--- src/verilog/scd_pkg.sv ---
// package for the static column dram controller
package scd_pkg;
  localparam int unsigned CLK_PERIOD_NS    = 25;
  localparam int unsigned ROW_BITS         = 10;
  localparam int unsigned COL_BITS         = 10;
  localparam int unsigned REFRESH_ROWS     = 512;
  localparam int unsigned REFRESH_PERIOD_NS = 15600;
  localparam int unsigned REFRESH_CYC      = REFRESH_PERIOD_NS / CLK_PERIOD_NS;
  localparam int unsigned POWERUP_NS       = 200000;
  localparam int unsigned POWERUP_CYC      = (POWERUP_NS + CLK_PERIOD_NS - 1) / CLK_PERIOD_NS;
  localparam int unsigned IDLE_LIMIT_NS    = 4000000;
  localparam int unsigned IDLE_LIMIT_CYC   = IDLE_LIMIT_NS / CLK_PERIOD_NS;
  localparam int unsigned WAKE_CYCLES      = 8;
  localparam int unsigned CBR_INIT_CYCLES  = 8;
  // strobe phase lengths in cycles
  localparam int unsigned ROW_PRECHARGE_NS = 90;
  localparam int unsigned ROW_PRECHARGE_CYC =
    (ROW_PRECHARGE_NS + CLK_PERIOD_NS - 1) / CLK_PERIOD_NS;
  localparam int unsigned ROW_ACCESS_NS    = 120;
  localparam int unsigned ROW_ACCESS_CYC   = (ROW_ACCESS_NS + CLK_PERIOD_NS - 1) / CLK_PERIOD_NS;
  localparam int unsigned COL_STORE_NS     = 50;
  localparam int unsigned COL_STORE_CYC    = (COL_STORE_NS + CLK_PERIOD_NS - 1) / CLK_PERIOD_NS;
  localparam int unsigned COL_ACCESS_NS    = 60;
  localparam int unsigned COL_ACCESS_CYC   = (COL_ACCESS_NS + CLK_PERIOD_NS - 1) / CLK_PERIOD_NS;
  localparam int unsigned ROW_PULSE_NS     = 120;
  localparam int unsigned ROW_PULSE_CYC    = (ROW_PULSE_NS + CLK_PERIOD_NS - 1) / CLK_PERIOD_NS;
  localparam int unsigned CNT_W            = 24;

  typedef enum logic [2:0] {
    SCD_OP_READ  = 3'h0,
    SCD_OP_WRITE = 3'h1,
    SCD_OP_RMW   = 3'h2,
    SCD_OP_RWW   = 3'h3,
    SCD_OP_CTEST = 3'h4
  } scd_op_t;

  typedef struct packed {
    scd_op_t               op;
    logic [ROW_BITS-1:0]   row;
    logic [COL_BITS-1:0]   col;
    logic                  wdata;
    logic                  keep_open;
  } scd_req_t;

  typedef struct packed {
    logic                  ras_n;
    logic                  cas_n;
    logic                  we_n;
    logic [ROW_BITS-1:0]   addr;
    logic                  din;
  } scd_pins_t;
endpackage

--- src/verilog/scd_ctrl.sv ---
// host controller driving a static column dram through its strobes
`timescale 1ns/100ps
// Summary of operation
// - read-modify-write: write strobe after row access
// - read-while-write: write after column-to-store delay
// - static column: both strobes held low
// - row then column; later columns faster
// - refresh one row every 15.6 us
// - row-only refresh keeps column strobe high
// - hidden refresh: column low, precharge, refresh (code raises the column strobe before the ST_HID_PRE precharge)
// - eight column-before-row cycles before counter test
// - counter test sequence run by software
// - test select held low normally
// - 200 us pause, eight wake cycles
// - ten-bit row then ten-bit column address
module scd_ctrl #(
  parameter int unsigned POWERUP_CYC  = scd_pkg::POWERUP_CYC,
  parameter int unsigned IDLE_CYC     = scd_pkg::IDLE_LIMIT_CYC,
  parameter int unsigned REFRESH_CYC  = scd_pkg::REFRESH_CYC
) (
  // clock and reset
  input  wire logic              SYS_CLK,
  input  wire logic              SRST,
  // request side
  input  wire scd_pkg::scd_req_t REQ,
  input  wire logic              REQ_VALID,
  input  wire logic              RAW_REFRESH,
  output logic                   REQ_READY,
  output logic                   RDATA,
  output logic                   RDATA_VALID,
  output logic                   INIT_DONE,
  // memory pins
  output scd_pkg::scd_pins_t     PINS,
  output logic                   TEST_SELECT_PIN,
  input  wire logic              DQ_IN
);
  typedef enum {
    ST_POWERUP, ST_WAKE_LO, ST_WAKE_HI, ST_CBR_CAS, ST_CBR_RAS, ST_IDLE, ST_ROW,
    ST_COL, ST_ACCESS, ST_OPEN, ST_PRECHARGE, ST_ROF, ST_HID_PRE
  } scd_state_t;

  scd_state_t                   state_ff, nxt_state;
  logic [scd_pkg::CNT_W-1:0]    tmr_ff, nxt_tmr;
  logic [scd_pkg::CNT_W-1:0]    ref_ff, nxt_ref;
  logic [scd_pkg::CNT_W-1:0]    idle_ff, nxt_idle;
  logic [3:0]                   wake_ff, nxt_wake;
  logic                         ref_due_ff, nxt_ref_due;
  logic                         init_ff, nxt_init;
  logic                         ctest_ok_ff, nxt_ctest_ok;
  scd_pkg::scd_req_t            req_ff, nxt_req;
  scd_pkg::scd_pins_t           pins_ff, nxt_pins;
  logic                         rdy_ff, nxt_rdy;
  logic                         rd_ff, nxt_rd;
  logic                         rdv_ff, nxt_rdv;
  logic                         tsel_ff, nxt_tsel;

  assign PINS            = pins_ff;
  assign REQ_READY       = rdy_ff;
  assign RDATA           = rd_ff;
  assign RDATA_VALID     = rdv_ff;
  assign INIT_DONE       = init_ff;
  assign TEST_SELECT_PIN = tsel_ff;

  always_comb begin
    nxt_state    = state_ff;
    nxt_tmr      = (tmr_ff != '0) ? tmr_ff - 1'b1 : tmr_ff;
    nxt_ref      = ref_ff;
    nxt_idle     = idle_ff;
    nxt_wake     = wake_ff;
    nxt_ref_due  = ref_due_ff;
    nxt_init     = init_ff;
    nxt_ctest_ok = ctest_ok_ff;
    nxt_req      = req_ff;
    nxt_pins     = pins_ff;
    nxt_rdy      = 1'b0;
    nxt_rd       = rd_ff;
    nxt_rdv      = 1'b0;
    nxt_tsel     = 1'b0;
    if (init_ff && ref_ff == '0) begin
      nxt_ref     = scd_pkg::CNT_W'(REFRESH_CYC - 1);
      nxt_ref_due = 1'b1;
    end else if (init_ff) begin
      nxt_ref = ref_ff - 1'b1;
    end
    if (pins_ff.ras_n && idle_ff != scd_pkg::CNT_W'(IDLE_CYC))
      nxt_idle = idle_ff + 1'b1;
    else if (!pins_ff.ras_n)
      nxt_idle = '0;
    case (state_ff)
      ST_POWERUP: begin
        if (tmr_ff == '0) begin
          nxt_wake  = 4'h0;
          nxt_state = ST_WAKE_LO;
          nxt_tmr   = scd_pkg::CNT_W'(scd_pkg::ROW_PULSE_CYC);
        end
      end
      ST_WAKE_LO: begin
        nxt_pins.ras_n = 1'b0;
        nxt_pins.cas_n = 1'b1;
        if (tmr_ff == '0) begin
          nxt_pins.ras_n = 1'b1;
          nxt_wake       = wake_ff + 1'b1;
          nxt_state      = ST_WAKE_HI;
          nxt_tmr        = scd_pkg::CNT_W'(scd_pkg::ROW_PRECHARGE_CYC);
        end
      end
      ST_WAKE_HI: begin
        if (tmr_ff == '0) begin
          nxt_tmr = scd_pkg::CNT_W'(scd_pkg::ROW_PULSE_CYC);
          if (wake_ff != 4'(scd_pkg::WAKE_CYCLES)) begin
            nxt_state = ST_WAKE_LO;
          end else begin
            nxt_wake  = 4'h0;
            nxt_state = ST_CBR_CAS;
            nxt_tmr   = scd_pkg::CNT_W'(1);
          end
        end
      end
      ST_CBR_CAS: begin
        nxt_pins.cas_n = 1'b0;
        nxt_pins.we_n  = 1'b1;
        if (tmr_ff == '0) begin
          nxt_state = ST_CBR_RAS;
          nxt_tmr   = scd_pkg::CNT_W'(scd_pkg::ROW_PULSE_CYC);
        end
      end
      ST_CBR_RAS: begin
        nxt_pins.ras_n = 1'b0;
        if (tmr_ff == '0) begin
          nxt_pins.ras_n = 1'b1;
          nxt_pins.cas_n = 1'b1;
          nxt_ref_due    = 1'b0;
          if (wake_ff != 4'(scd_pkg::CBR_INIT_CYCLES))
            nxt_wake = wake_ff + 1'b1;
          if (wake_ff == 4'(scd_pkg::CBR_INIT_CYCLES - 1))
            nxt_ctest_ok = 1'b1;
          nxt_state = ST_PRECHARGE;
          nxt_tmr   = scd_pkg::CNT_W'(scd_pkg::ROW_PRECHARGE_CYC);
          if (wake_ff < 4'(scd_pkg::CBR_INIT_CYCLES - 1) && !init_ff)
            nxt_state = ST_HID_PRE;
        end
      end
      ST_HID_PRE: begin
        nxt_pins.ras_n = 1'b1;
        if (tmr_ff == '0) begin
          nxt_state = ST_CBR_CAS;
          nxt_tmr   = scd_pkg::CNT_W'(1);
        end
      end
      ST_IDLE: begin
        nxt_init = 1'b1;
        if (idle_ff == scd_pkg::CNT_W'(IDLE_CYC)) begin
          nxt_init  = 1'b0;
          nxt_wake  = 4'h0;
          nxt_state = ST_WAKE_LO;
          nxt_tmr   = scd_pkg::CNT_W'(scd_pkg::ROW_PULSE_CYC);
        end else if (ref_due_ff && RAW_REFRESH) begin
          nxt_pins.ras_n = 1'b0;
          nxt_pins.cas_n = 1'b1;
          nxt_pins.addr  = ref_ff[scd_pkg::ROW_BITS-1:0];
          nxt_state      = ST_ROF;
          nxt_tmr        = scd_pkg::CNT_W'(scd_pkg::ROW_PULSE_CYC);
        end else if (ref_due_ff) begin
          nxt_state = ST_CBR_CAS;
          nxt_tmr   = scd_pkg::CNT_W'(1);
        end else if (REQ_VALID && (REQ.op != scd_pkg::SCD_OP_CTEST || ctest_ok_ff)) begin
          nxt_rdy = 1'b1;
          nxt_req = REQ;
          if (REQ.op == scd_pkg::SCD_OP_CTEST) begin
            nxt_pins.cas_n = 1'b0;
            nxt_pins.addr  = REQ.col;
            nxt_state      = ST_CBR_RAS;
            nxt_tmr        = scd_pkg::CNT_W'(1);
          end else begin
            nxt_pins.addr  = REQ.row;
            nxt_pins.ras_n = 1'b0;
            nxt_state      = ST_ROW;
            nxt_tmr        = scd_pkg::CNT_W'(1);
          end
        end
      end
      ST_ROF: begin
        if (tmr_ff == '0) begin
          nxt_pins.ras_n = 1'b1;
          nxt_ref_due    = 1'b0;
          nxt_state      = ST_PRECHARGE;
          nxt_tmr        = scd_pkg::CNT_W'(scd_pkg::ROW_PRECHARGE_CYC);
        end
      end
      ST_ROW: begin
        if (tmr_ff == '0) begin
          nxt_pins.addr  = req_ff.col;
          nxt_pins.cas_n = 1'b0;
          nxt_pins.we_n  = !(req_ff.op == scd_pkg::SCD_OP_WRITE);
          nxt_pins.din   = req_ff.wdata;
          nxt_state      = ST_COL;
          nxt_tmr        = scd_pkg::CNT_W'(scd_pkg::ROW_ACCESS_CYC);
          if (req_ff.op == scd_pkg::SCD_OP_RWW)
            nxt_tmr = scd_pkg::CNT_W'(scd_pkg::COL_STORE_CYC);
        end
      end
      ST_COL: begin
        if (tmr_ff == '0) begin
          nxt_rd  = DQ_IN;
          nxt_rdv = req_ff.op != scd_pkg::SCD_OP_WRITE;
          if (req_ff.op == scd_pkg::SCD_OP_RMW || req_ff.op == scd_pkg::SCD_OP_RWW)
            nxt_pins.we_n = 1'b0;
          nxt_state = ST_ACCESS;
          nxt_tmr   = scd_pkg::CNT_W'(1);
        end
      end
      ST_ACCESS: begin
        if (tmr_ff == '0) begin
          nxt_pins.we_n = 1'b1;
          // both strobes low for static column
          if (req_ff.keep_open) begin
            nxt_state = ST_OPEN;
          end else begin
            nxt_pins.ras_n = 1'b1;
            nxt_pins.cas_n = 1'b1;
            nxt_state      = ST_PRECHARGE;
            nxt_tmr        = scd_pkg::CNT_W'(scd_pkg::ROW_PRECHARGE_CYC);
          end
        end
      end
      ST_OPEN: begin
        if (ref_due_ff || !REQ_VALID || REQ.row != req_ff.row
            || REQ.op == scd_pkg::SCD_OP_CTEST) begin
          nxt_pins.ras_n = 1'b1;
          nxt_pins.cas_n = 1'b1;
          nxt_state      = ST_PRECHARGE;
          nxt_tmr        = scd_pkg::CNT_W'(scd_pkg::ROW_PRECHARGE_CYC);
        end else begin
          nxt_rdy        = 1'b1;
          nxt_req        = REQ;
          nxt_pins.addr  = REQ.col;
          nxt_pins.din   = REQ.wdata;
          nxt_pins.we_n  = !(REQ.op == scd_pkg::SCD_OP_WRITE);
          nxt_state      = ST_COL;
          nxt_tmr        = scd_pkg::CNT_W'(scd_pkg::COL_ACCESS_CYC);
        end
      end
      ST_PRECHARGE: begin
        if (tmr_ff == '0)
          nxt_state = init_ff ? ST_IDLE : ST_CBR_CAS;
        if (tmr_ff == '0 && !init_ff)
          nxt_tmr = scd_pkg::CNT_W'(1);
        if (tmr_ff == '0 && !init_ff && wake_ff == 4'(scd_pkg::CBR_INIT_CYCLES))
          nxt_state = ST_IDLE;
      end
      default: nxt_state = ST_IDLE;
    endcase
  end

  always_ff @(posedge SYS_CLK) begin
    if (SRST) begin
      state_ff    <= ST_POWERUP;
      tmr_ff      <= scd_pkg::CNT_W'(POWERUP_CYC);
      ref_ff      <= '0;
      idle_ff     <= '0;
      wake_ff     <= 4'h0;
      ref_due_ff  <= 1'b0;
      init_ff     <= 1'b0;
      ctest_ok_ff <= 1'b0;
      req_ff      <= '0;
      pins_ff     <= '{ras_n: 1'b1, cas_n: 1'b1, we_n: 1'b1, addr: '0, din: 1'b0};
      rdy_ff      <= 1'b0;
      rd_ff       <= 1'b0;
      rdv_ff      <= 1'b0;
      tsel_ff     <= 1'b0;
    end else begin
      state_ff    <= nxt_state;
      tmr_ff      <= nxt_tmr;
      ref_ff      <= nxt_ref;
      idle_ff     <= nxt_idle;
      wake_ff     <= nxt_wake;
      ref_due_ff  <= nxt_ref_due;
      init_ff     <= nxt_init;
      ctest_ok_ff <= nxt_ctest_ok;
      req_ff      <= nxt_req;
      pins_ff     <= nxt_pins;
      rdy_ff      <= nxt_rdy;
      rd_ff       <= nxt_rd;
      rdv_ff      <= nxt_rdv;
      tsel_ff     <= nxt_tsel;
    end
  end
endmodule

--- config.mk ---
export PLATFORM = sky130hd
export DESIGN_NAME = scd_ctrl
export DESIGN_NICKNAME = d
export VERILOG_FILES = /design/src/verilog/scd_pkg.sv /design/src/verilog/scd_ctrl.sv
export SDC_FILE = /design/constraint.sdc
export NUM_CORES = 1
export LEC_CHECK = 0
export BUFFER_PORTS_ARGS = -buffer_cell sky130_fd_sc_hd__clkbuf_2
export CAP_MARGIN = 15
export CORE_ASPECT_RATIO = 1.1
export CORE_MARGIN = 3
export CORE_UTILIZATION = 68
export CTS_BUF_LIST = sky130_fd_sc_hd__clkbuf_2
export DETAILED_ROUTE_END_ITERATION = 6
export PLACE_DENSITY = 0.93
export SETUP_SLACK_MARGIN = 0.2
export SKIP_CTS_REPAIR_TIMING = 1
export SYNTH_ARGS = -nofsm -noshare
export SYNTH_HDL_FRONTEND = slang
export SYNTH_SLANG_ARGS = --single-unit
--- constraint.sdc ---
create_clock -name SYS_CLK -period 3.78 [get_ports SYS_CLK]
set_input_delay 0.567 -clock SYS_CLK [delete_from_list [all_inputs] [get_ports SYS_CLK]]
set_output_delay 0.567 -clock SYS_CLK [all_outputs]
set_load 0.05 [all_outputs]
==> results.md <==
* Final TNS setup at 0 ns
* Vias/cell at 6.448
* Netlist Area Pre-Place at 6809 µm²
* Hold_ws at 0.08274 ns
* Gr usage total at 32.23%
* Achievable frequency at 340.3 MHz
* Die span in y at 111.0 µm
* Bufs and invs on worst path at 1
* Cell Area, Placed at 7038 µm²
* Critical Path Start Type: flop
* Worst path slowest cell: dfxtp_1
* Failing checks: DRC
* CTS root buffer: clkbuf_2
* IO buf count at 47
* ANT cells at 0
* Seq cells post-synth at 125
* Remaining global-route overflow at 0
* CP Capture Type: flop
* WL/cell at 18.21 µm
* Starting Density at 71.40%
* Final setup viols at 0
* First-pass GRT wire length at 29.37 mm
* Ys async rst share at 0%
* Register area share after synthesis at 36.75%
* CTS tree: yes
* Worst reg-to-reg path cell count at 7
* Dpl hpwl at 12.41 mm
* WP data required at 4.40 ns
* Synth unique cells at 87
* Max-slew headroom at 35.09%
* Count leader, synth: dfxtp_1
* Synthesized instance count at 807
* Clk buf depth at 2
* Layout cell share with drive strength beyond 1 at 13.87%
* Worst-Margin Slew at 0.9723 ns
* Stages on worst setup path at 7
* Leakage at 0.002821 µW
* Layout area overhead at 6.964%
* Post-synth top area cell: dfxtp_1
* EDFF count, synth at 0
* Detailed Routing Iterations Pass 1 at 7
* Predominant post-synthesis flop cell: dfxtp_1
* Post-Syn Area per Cell at 8.437 µm²
* Pins Over Slew Limit at 0
* WS Path Type: flop to flop
* Max_cap viols at 0
* HP Class: primary input to flop
* Total power at 2410 µW
* Synth warn at 0
* Hold Crit Depth at 3
* Max FO, Critical Path at 28
* Max H-tree Level at 4
* Clock slew at reported path FFs at 0.23 ns
* Vias in the first global route at 6,101
* Post-synth top cells: 125 x dfxtp_1, 118 x nor2_1, 57 x nand2_1
* RSZ-0062 raised after global routing: false
* Area share of the largest cell type after synthesis at 36.75%
* Antenna violations before repair at 0
* CP peak stage delay at 0.95 ns
* Total CTS buffers at 17
* Row count at 37
* Final WL at 17.62 mm
* Cell family with most CP delay: simple AND/OR/NAND/NOR gates
* Fin Clk Skew at 0.04014 ns
* Worst Path Arrival at 3.56 ns
* Largest net degree at the start of global routing at 63
* DR vias at 6,242
* Peak VDD IR at 0.2614 mV
* Die area at 11,250 µm²
* Clk_lat worst skew at 0.72 ns
* Post-layout nets at 876
* 1st-iter DRT viols at 610
* Core box area at 9537 µm²
* I/O pin total at 49
* Status: finished with violations
* Worst path cell trace: and2_1 > nand2_1 > nor4_4 > a31oi_4 > buf_4 > mux2i_1 > nor2_1
* Width of the die at 101.4 µm
* Clk sinks at 125
* Count of antenna-violating nets left after detailed routing at 0
* DR DRC count at 1
* Min cycle time layout at 2.939 ns
* Period utilization at 77.75%
* Synth Net Count at 845
* Fin area at 7283 µm²
* GP Congestion at 1.009
* Synth area leaders: dfxtp_1 37%, nor2_1 6.5%, xor2_1 5.0%, xnor2_1 4.5%, mux2i_1 4.3%
* Final hold violation count at 0
* Pwr dens at 330.9 nW/µm²
through the flow:
step	instances	worst slack, ns	util, %
floorplan	807	1.327	-
global placement	935	1.035	73.80
detailed placement	935	0.9602	73.80
CTS	967	0.9314	76.27
global route	968	0.7353	76.37
finish	968	0.8412	76.37
cell families (layout without fill, tap and decap cells):
group	count (synthesis)	in the layout	share of synthesized area [%]
other	1	1	0.05507
AND/OR/NAND/NOR	349	349	27.62
AO/OA/AOI/OAI	154	154	15.84
buffers and inverters	67	111	4.484
multiplexers	29	29	4.263
XOR/XNOR	74	74	9.519
adder cells (fa/ha/maj)	8	8	1.470
flip-flops	125	125	36.75
cells in the final DEF, fill, tap and decap left out, types with 10 or more instances in the layout:
cell type	instances
clkbuf_2	64
a21boi_0	11
mux2i_1	29
a221oi_1	15
nor3_1	23
nand2_1	57
nand4_1	10
xor2_1	39
or3_1	14
a211oi_1	12
nand3_1	39
xnor2_1	35
a21oi_1	40
o21ai_0	33
inv_1	19
nor2_1	118
dfxtp_1	125
area by class of cell:
type	instances	area (µm²)
clock buffer	17	85.08
inverter	22	85.08
tap	117	146.4
fill	701	2253
clock inverter	15	150.1
timing repair buffer	57	312.8
sequential	125	2502
multi-input combinational	615	4001
per-layer routing:
layer	up-vias	wire [µm]	track usage, %
li1	2939	-	-
met1	2928	7298	39.83
met2	309	8512	51.66
met3	66	1167	7.804
met4	0	645	16.05
met5	-	0	0
sequential cells by signal, indices dropped and copies added, names as in the netlist:
| name | cells |
|---|---|
| ref_ff | 24 |
| PINS | 14 |
| idle_ff | 24 |
| tmr_ff | 24 |
| RDATA | 1 |
| ctest_ok_ff | 1 |
| wake_ff | 4 |
| state_ff | 4 |
| RDATA_VALID | 1 |
| ref_due_ff | 1 |
| req_ff | 25 |
| REQ_READY | 1 |
| INIT_DONE | 1 |
worst register-to-register path, stage by stage (launching register included):
cell and delay (ns):
dfxtp_1 0.95, and2_1 0.33, nand2_1 0.19, nor4_4 0.72, a31oi_4 0.03, buf_4 0.30
mux2i_1 0.27, nor2_1 0.07
path summary, 6_finish.rpt:
check,slack (ns),end,from
min reg2reg,0.49,PINS[2],PINS[2]
max,0.84,req_ff[2],state_ff[3]
min,0.08,req_ff[3],REQ[3]
max reg2reg,0.84,req_ff[2],state_ff[3]
power by group:
group          total [µW]  switching [µW]  internal (µW)
Combinational         193             118           75.0
Sequential           1370            28.8           1340
Clock                 848             586            262
Total                2410             733           1680
No activity file was read; power rests on OpenSTA's default activity.
